`src/rtl/lcb_map.vh`:
```
// lcb_map.vh: constants for the local cpu bus host port
// assumes: included by the design files of the lcb block, no other use
`ifndef LCB_MAP_VH
`define LCB_MAP_VH

// bus modes, as strapped on mode_sel
`define LCB_MODE_ISA 2'h0
`define LCB_MODE_X86 2'h1
`define LCB_MODE_DS 2'h2
`define LCB_MODE_UC 2'h3

// decoded window: 32 ports from the base
`define LCB_ADDR_W 10
`define LCB_BASE_DEF 10'h300
`define LCB_SPAN_MSB 4
// only the data port is wide
`define LCB_WIDE_PORT 5'h10
`define LCB_LOC_W 5

`endif

```
`src/rtl/lcb_host_port.v`:
```
// lcb_host_port.v: device end of the local cpu bus host port
// assumes: host pins are asynchronous and pass two flops; the core
// supplies irq and remote dma busy on clk.
//
// Operation
// - ten address lines select a port inside the device's low i/o window.
// - in data-strobe mode address bit 0 is the active-low low-byte strobe.
// - low high-byte enable opens the upper lane, or is its strobe in ds mode.
// - the device has a 16-bit two-way data bus, taking writes, driving reads.
// - interrupt is active high in isa and x86 modes, low otherwise.
// - ready is pulled low while remote dma runs, and the host waits.
// - in data-strobe mode ready is an active-low transfer acknowledge.
// - the device answers cycles only while chip select is low.
// - the read strobe reads i/o space and is ignored in data-strobe mode.
// - wide-port indication asserts for a decoded address of a wide port, except in microcontroller mode.
// - in isa modes a high address enable is dma and blocks the device.
// - in microcontroller mode access needs the fetch strobe high.
`timescale 1ns/1ns
`include "lcb_map.vh"
module lcb_host_port #(
    parameter [`LCB_ADDR_W-1:0] BASE = `LCB_BASE_DEF
) (
    // clock and reset
    input wire clk,
    input wire rst_n,
    // mode strap
    input wire [1:0] mode_sel,
    // host address and strobes
    input wire [9:0] host_addr_in,
    input wire high_byte_enable,
    input wire chip_sel_n,
    input wire io_read_strobe_n,
    input wire io_write_strobe_n,
    input wire dma_addr_enable,
    // host data bus
    input wire [15:0] host_data_bus_i,
    output wire [15:0] host_data_bus_o,
    output wire host_data_bus_oe,
    // ready or acknowledge, open drain
    output wire ready_o,
    output wire ready_oe,
    // wide-port indication, open drain
    output wire wide_port_ind_n_o,
    output wire wide_port_ind_n_oe,
    // interrupt
    output wire irq_out,
    // core side
    input wire core_irq,
    input wire rdma_busy,
    output reg wr_pulse_r,
    output reg [`LCB_LOC_W-1:0] wr_loc_r,
    output reg [15:0] wr_data_r,
    output reg [1:0] wr_be_r
);
    // ------------------------------------------------------------
    // state
    // ------------------------------------------------------------
    localparam [3:0] ST_IDLE = 4'h1;
    localparam [3:0] ST_READ = 4'h2;
    localparam [3:0] ST_WRITE = 4'h4;
    localparam [3:0] ST_DONE = 4'h8;

    reg [3:0] state_r;
    reg [3:0] state_nxt;
    reg [1:0] mode_r;
    reg strap_done_r;
    reg [15:0] rd_data_r;
    reg rd_oe_r;
    reg ack_r;
    reg wide_r;

    // ------------------------------------------------------------
    // pin synchronisers
    // ------------------------------------------------------------
    wire [9:0] addr_s;
    wire [15:0] din_s;
    wire [6:0] ctl_s;
    wire bhe_s;
    wire cs_n_s;
    wire rd_n_s;
    wire wr_n_s;
    wire aen_s;
    wire core_irq_s;
    wire rdma_s;

    lcb_sync #(.W(10), .INIT(10'h000)) u_sync_addr (
        .clk(clk),
        .rst_n(rst_n),
        .d(host_addr_in),
        .q(addr_s)
    );
    lcb_sync #(.W(16), .INIT(16'h0000)) u_sync_data (
        .clk(clk),
        .rst_n(rst_n),
        .d(host_data_bus_i),
        .q(din_s)
    );
    // strobes idle high, so they reset high to avoid a false cycle
    lcb_sync #(.W(7), .INIT(7'h0F)) u_sync_ctl (
        .clk(clk),
        .rst_n(rst_n),
        .d({rdma_busy, core_irq, dma_addr_enable, io_write_strobe_n,
            io_read_strobe_n, chip_sel_n, high_byte_enable}),
        .q(ctl_s)
    );
    assign bhe_s = ctl_s[0];
    assign cs_n_s = ctl_s[1];
    assign rd_n_s = ctl_s[2];
    assign wr_n_s = ctl_s[3];
    assign aen_s = ctl_s[4];
    assign core_irq_s = ctl_s[5];
    assign rdma_s = ctl_s[6];

    // mode strap caught once after reset release
    always @(posedge clk or negedge rst_n) begin
        if (!rst_n) begin
            mode_r <= `LCB_MODE_ISA;
            strap_done_r <= 1'b0;
        end else if (!strap_done_r) begin
            mode_r <= mode_sel;
            strap_done_r <= 1'b1;
        end
    end

    wire is_ds = (mode_r == `LCB_MODE_DS);
    wire is_uc = (mode_r == `LCB_MODE_UC);
    wire is_isa = (mode_r == `LCB_MODE_ISA) || (mode_r == `LCB_MODE_X86);

    // ------------------------------------------------------------
    // address decode
    // ------------------------------------------------------------
    function in_window;
        input [9:0] a;
        begin
            in_window = (a[9:`LCB_SPAN_MSB+1] ==
                         BASE[9:`LCB_SPAN_MSB+1]);
        end
    endfunction

    // bit 0 is a strobe in data-strobe mode, so decode it as zero
    wire [9:0] addr_eff = is_ds ? {addr_s[9:1], 1'b0} : addr_s;
    wire [`LCB_LOC_W-1:0] loc = addr_eff[`LCB_SPAN_MSB:0];
    wire hit = in_window(addr_eff);

    // qualifiers: isa dma cycle and microcontroller program fetch
    wire qual = (!is_isa || !aen_s)
                && (!is_uc || aen_s);
    wire sel = !cs_n_s && hit && qual;

    // lanes: low strobe and upper strobe in data-strobe mode
    wire lds_act = !addr_s[0];
    wire uds_act = !bhe_s;
    wire ds_any = lds_act || uds_act;
    wire [1:0] be = is_ds ? {uds_act, lds_act}
                    : {!bhe_s, !addr_s[0] || !bhe_s};

    // commands per mode
    wire rd_req = is_ds ? (ds_any && wr_n_s)
                        : !rd_n_s;
    wire wr_req = is_ds ? (ds_any && !wr_n_s)
                        : !wr_n_s;
    wire cyc_on = is_ds ? ds_any : (!rd_n_s || !wr_n_s);

    // ------------------------------------------------------------
    // port store
    // ------------------------------------------------------------
    wire [15:0] mem_q;
    lcb_mem #(.AW(`LCB_LOC_W), .DW(16)) u_mem (
        .clk(clk),
        .wr_en(wr_pulse_r),
        .wr_be(wr_be_r),
        .wr_addr(wr_loc_r),
        .wr_data(wr_data_r),
        .rd_addr(loc),
        .rd_data(mem_q)
    );

    // ------------------------------------------------------------
    // cycle state machine
    // ------------------------------------------------------------
    always @* begin
        state_nxt = state_r;
        case (state_r)
            ST_IDLE: begin
                if (sel && rd_req && !rdma_s)
                    state_nxt = ST_READ;
                else if (sel && wr_req && !rdma_s)
                    state_nxt = ST_WRITE;
            end
            ST_READ: state_nxt = ST_DONE;
            ST_WRITE: state_nxt = ST_DONE;
            ST_DONE: begin
                // hold until the host lets the strobes go
                if (!cyc_on || cs_n_s)
                    state_nxt = ST_IDLE;
            end
            default: state_nxt = ST_IDLE;
        endcase
    end

    always @(posedge clk or negedge rst_n) begin
        if (!rst_n) begin
            state_r <= ST_IDLE;
            rd_data_r <= 16'h0000;
            rd_oe_r <= 1'b0;
            ack_r <= 1'b0;
            wr_pulse_r <= 1'b0;
            wr_loc_r <= {`LCB_LOC_W{1'b0}};
            wr_data_r <= 16'h0000;
            wr_be_r <= 2'h0;
            wide_r <= 1'b0;
        end else begin
            state_r <= state_nxt;
            wr_pulse_r <= 1'b0;
            if (state_r == ST_IDLE && state_nxt == ST_WRITE) begin
                wr_pulse_r <= 1'b1;
                wr_loc_r <= loc;
                wr_data_r <= din_s;
                wr_be_r <= be;
            end
            if (state_r == ST_READ)
                rd_data_r <= mem_q;
            // drive only through a selected read, released at its end
            rd_oe_r <= (state_nxt == ST_DONE || state_nxt == ST_READ)
                       && rd_req && sel;
            ack_r <= (state_nxt == ST_DONE);
            wide_r <= sel && !is_uc && (loc == `LCB_WIDE_PORT);
        end
    end

    // ------------------------------------------------------------
    // pins
    // ------------------------------------------------------------
    assign host_data_bus_o = rd_data_r;
    assign host_data_bus_oe = rd_oe_r && state_r == ST_DONE;

    // open drain: only ever drives low
    assign ready_o = 1'b0;
    assign ready_oe = is_ds ? ack_r
                      : (rdma_s && !cs_n_s && cyc_on);

    assign wide_port_ind_n_o = 1'b0;
    assign wide_port_ind_n_oe = wide_r;

    assign irq_out = is_isa ? core_irq_s : !core_irq_s;
endmodule // lcb_host_port

```
`src/rtl/lcb_mem.v`:
```
// lcb_mem.v: small port store behind the host port, registered read
// assumes: single clock, write and read in any cycle
`timescale 1ns/1ns
module lcb_mem #(
    parameter AW = 5,
    parameter DW = 16
) (
    // clock
    input wire clk,
    // write side, byte lanes
    input wire wr_en,
    input wire [1:0] wr_be,
    input wire [AW-1:0] wr_addr,
    input wire [DW-1:0] wr_data,
    // read side
    input wire [AW-1:0] rd_addr,
    output reg [DW-1:0] rd_data
);
    reg [DW-1:0] mem [0:(1<<AW)-1];

    always @(posedge clk) begin
        if (wr_en && wr_be[0])
            mem[wr_addr][7:0] <= wr_data[7:0];
        if (wr_en && wr_be[1])
            mem[wr_addr][DW-1:8] <= wr_data[DW-1:8];
        rd_data <= mem[rd_addr];
    end
endmodule // lcb_mem

```
`src/rtl/lcb_sync.v`:
```
// lcb_sync.v: two-flop synchroniser bank for pin inputs
// assumes: one clock, inputs asynchronous to it
`timescale 1ns/1ns
module lcb_sync #(
    parameter W = 1,
    parameter [W-1:0] INIT = {W{1'b0}}
) (
    // clock and reset
    input wire clk,
    input wire rst_n,
    // pins in and synchronised levels out
    input wire [W-1:0] d,
    output reg [W-1:0] q
);
    reg [W-1:0] meta_r;

    always @(posedge clk or negedge rst_n) begin
        if (!rst_n) begin
            meta_r <= INIT;
            q <= INIT;
        end else begin
            meta_r <= d;
            q <= meta_r;
        end
    end
endmodule // lcb_sync

```
`config.mk`:
```
export PLATFORM = sky130hd
export DESIGN_NAME = lcb_host_port
export DESIGN_NICKNAME = d
export VERILOG_FILES = /design/src/rtl/lcb_host_port.v /design/src/rtl/lcb_mem.v /design/src/rtl/lcb_sync.v
export VERILOG_INCLUDE_DIRS = /design/src /design/src/rtl
export SDC_FILE = /design/constraint.sdc
export NUM_CORES = 1
export LEC_CHECK = 0
export BUFFER_PORTS_ARGS = -buffer_cell sky130_fd_sc_hd__buf_2
export CAP_MARGIN = 20
export CORE_MARGIN = 2
export CORE_UTILIZATION = 61
export CTS_BUF_LIST = sky130_fd_sc_hd__clkbuf_16
export DETAILED_ROUTE_END_ITERATION = 8
export PLACE_DENSITY = 0.79
export SETUP_SLACK_MARGIN = 0.05
export SLEW_MARGIN = 25
export SYNTH_ARGS = -nofsm -noshare
export SYNTH_HDL_FRONTEND = slang
export SYNTH_SLANG_ARGS = --single-unit
```
`constraint.sdc`:
```
create_clock -name clk -period 2.5 [get_ports clk]
set_input_delay 0.5 -clock clk [delete_from_list [all_inputs] [get_ports clk]]
set_output_delay 0.5 -clock clk [all_outputs]
set_load 0.03 [all_outputs]
```
==> impl_metrics.ini <==
[run_status]
status = finished, final reports clean

[drt]
routed-via-count = 13300
first_pass_iters = 5
drc = 0
drt_wl_total_um = 57500
drt_iter0_markers = 1806
postRouteAntennaNets = 0
wl_per_cell_um = 27.9
viasPerCell = 6.47

[synth]
synthDistinctLibCells = 61
synth_top_area_cell = edfxtp_1
synth_top_family_by_area = multiplexers
avgSynthCellArea_um2 = 19.2
synth_compound_area_share_pct = 5.20
synth_xor_xnor_area_share_pct = 0.0363
synthMuxAreaShare_pct = 11.8
ys_warn_count = 0
synthAdderAreaFrac_pct = 0
synth_edf_count = 512
ys_top_cells_by_count = 512 x edfxtp_1, 107 x dfrtp_1, 83 x mux4_2
async_reset_ff_share_pct = 18.0
netlist_top_cells_area = edfxtp_1 64%, dfrtp_1 11%, mux4_2 7.8%
seq_area_frac_synth_pct = 77.2
ys_ff_latch = 644
ys.flop_type = edfxtp_1
syn_area_um2 = 24100
yosys.area_share.simple_pct = 4.16
synth_most_common_cell = edfxtp_1
synth_top_cell_area_share_pct = 63.8
synth_cells = 1253

[sta]
max_slew_margin_pct = 47.1
fin_worst_skew_ns = 0.0253
fmax_mhz = 408
drv_slew = 0
hold_viol_final = 0
setup_viol = 0
post-route-period-util_pct = 98.0
period_minus_slack_ns = 2.45
tightest_slew_ns = 0.790
setup_ws_ns = 0.0498

[placement]
place_hpwl_um = 34500
place.gp.congestion = 0.843
placedInstanceArea_um2 = 25900
portBuffers = 80
preCtsSetupSlack_ns = -0.208

[clock_tree]
clock_latency_ns = 0.62
cts_sinks = 644
clockBufferDepth = 3
cts_tree = built
clk_pin_slew_worst_paths_ns = 0.06
h-tree-depth = 2
cts-root-buf = clkbuf_16
numCtsBuffers = 58

[finish]
area_growth_pct = 17.9
fin_area_um2 = 28400
nets = 1530
nFillCells = 2125
num_antenna_cells = 0
drive_above_1_share_pct = 29.2

[min_path]
min_to = u_sync_addr.meta_r[3]
worstHoldPathCells = 1
hold_class = primary input to register
hp-start = host_addr_in[3]

[global_routing]
grt_remaining_overflow = 0
grt_max_degree = 58
grt_pass1_wl_um = 84000
groute.usage.overall_pct = 28.0
antenna_found_initial = 1
grt_pass1_vias = 13300

[floorplan]
start_util_pct = 62.1
die_area_um2 = 41100
core_um2 = 38800
num_rows = 72
die_width_um = 203
dieHeight_um = 203
ios = 83

[setup_path]
reg2reg_slack_ns = 0.05
cp-start-kind = register
crit_chain = buf_4, nand2b_2, buf_12, a221oi_1, a211oi_1, a2111oi_1, buf_4, o211ai_1
cp_max_fo = 33
critPathKind = register to register
slowest_delay_ns = 0.50
reg2reg_depth = 8
end_kind = register
rr_startpoint = mode_r[0]
crit_path_frequent_cell = buf_4
crit_path_top_delay_cell = a221oi_1
critical_path_required_ns = 2.97
crit_arrival_ns = 2.92
r2r_end = u_mem.rd_data[7]

[power_and_ir_drop]
intPower_mw = 17.1
combPwrFrac_pct = 5.6
swShare_pct = 21.0
power_frac_seq_pct = 54.2
p_per_area_nw_per_um2 = 764
ir_drop_uv = 772
p_leak_nw = 10.6
netSwitchingPower_mw = 4.57
clkPwrFrac_pct = 40.3

[flow_run]
maxCapViolCount = 0
state kept, by name, summed over array words and instances (netlist names), 2 cells and up:
signal,count
host_data_bus_o,16
mode_r,2
state_r,4
u_mem.mem,512
u_mem.rd_data,16
u_sync_addr.meta_r,10
u_sync_addr.q,10
u_sync_ctl.meta_r,7
u_sync_ctl.q,7
u_sync_data.meta_r,16
u_sync_data.q,16
wr_be_r,2
wr_data_r,16
wr_loc_r,5
metal layers:
layer / wire length (um) / vias up / part of all wire (%) / track usage (%)
met1: 21900 / 6881 / 38 / 39.2
met5: 0 / - / 0 / 0
met4: 1700 / 0 / 3.0 / 9.83
met2: 28700 / 821 / 50 / 45.5
li1: - / 5513 / - / -
met3: 5130 / 117 / 8.9 / 4.90
worst max path at each step:
stage / startpoint / to / cells after the start
floorplan: wr_loc_r[2] / u_mem.mem[7][10] / 4
global placement: mode_r[1] / u_mem.rd_data[2] / 7
detailed placement: mode_r[0] / u_mem.rd_data[2] / 7
CTS: mode_r[1] / u_mem.rd_data[10] / 7
global route: mode_r[0] / u_mem.rd_data[10] / 7
finish: mode_r[0] / u_mem.rd_data[7] / 8
layout by cell type, fill, tap and decap left out, types with 3 or more instances in the layout:
master | synthesis | routed
a211oi_1 | 41 | 41
a2111oi_4 | 0 | 3
dfstp_2 | 9 | 9
a2111oi_2 | 0 | 6
nand3b_1 | 4 | 4
o21ai_0 | 6 | 6
clkinv_1 | 0 | 14
nand2_1 | 20 | 20
buf_2 | 20 | 79
dfrtp_1 | 107 | 102
nand2b_1 | 10 | 9
clkinvlp_4 | 0 | 4
nand4_1 | 8 | 8
clkinv_2 | 0 | 10
edfxtp_1 | 512 | 512
mux2_2 | 24 | 24
dlygate4sd3_1 | 0 | 33
o211ai_1 | 13 | 13
inv_1 | 4 | 19
conb_1 | 2 | 3
a22oi_2 | 0 | 3
a221oi_1 | 40 | 40
bufinv_16 | 0 | 5
nand3_1 | 9 | 9
nor2b_1 | 43 | 43
mux2i_1 | 54 | 54
buf_4 | 6 | 129
dfrtp_2 | 0 | 3
a22oi_1 | 21 | 18
a31oi_1 | 4 | 4
and3_1 | 4 | 4
mux4_2 | 83 | 83
mux2_1 | 14 | 14
clkbuf_16 | 0 | 64
nor2_1 | 75 | 75
dfxtp_1 | 16 | 16
a2111oi_1 | 0 | 4
buf_12 | 0 | 10
worst max-delay path: cells and delay by family, from the launching register on:
kind            cells  cell delay [ns]
flops               1             0.38
buf+inv             3             0.52
compound gates      4             1.16
simple gates        1             0.22
logic make-up (layout without fill, tap and decap cells):
family | count (synthesis) | in the layout
flip-flops | 644 | 644
multiplexers | 175 | 175
other | 2 | 3
buffers and inverters | 82 | 371
AO/OA/AOI/OAI | 157 | 157
AND/OR/NAND/NOR | 192 | 192
XOR/XNOR | 1 | 1
layout make-up:
class | instances | area (um^2) | share of cell area [%]
inverter | 5 | 18.8 | 0.0660
multi-input combinational | 528 | 5240 | 18.4
timing repair buffer | 256 | 2000 | 7.03
tap | 518 | 648 | 2.28
clock buffer | 62 | 1550 | 5.46
clock inverter | 48 | 339 | 1.19
sequential | 644 | 18600 | 65.5
what timing repair did:
item | in CTS | in global routing
endpoints found under the setup margin | 8 | 14
resized for setup | 9 | 21
hold endpoints to repair | 75 | 0
hold buffers | 33 | 0
cloned | 0 | 2
pin swaps | 0 | 2
buffers inserted | 0 | 13
per-stage QoR:
step                      power, mW  setup TNS (ns)  hold slack [ns]  util, %  std cells
final                          21.7               0           0.0592     73.2       2061
after global routing           22.3        -0.00309           0.0376     73.2       2061
after CTS                      21.7               0           0.0231     72.5       2046
after detailed placement       13.0          -0.219            0.335     66.8       1903
after global placement         13.0               0            0.332     66.8       1903
after floorplan                12.6               0            0.204        -       1254
power groups by stage:
| stage | registers, mW | clock network, mW | logic, mW |
|---|---|---|---|
| final | 11.8 | 8.74 | 1.21 |
| after floorplan | 12.0 | 0 | 0.598 |
| after CTS | 11.8 | 8.80 | 1.13 |
| after global routing | 11.8 | 9.23 | 1.28 |
| after global placement | 12.0 | 0 | 1.04 |
| after detailed placement | 12.0 | 0 | 1.07 |
(Power assumes the default switching activity.)
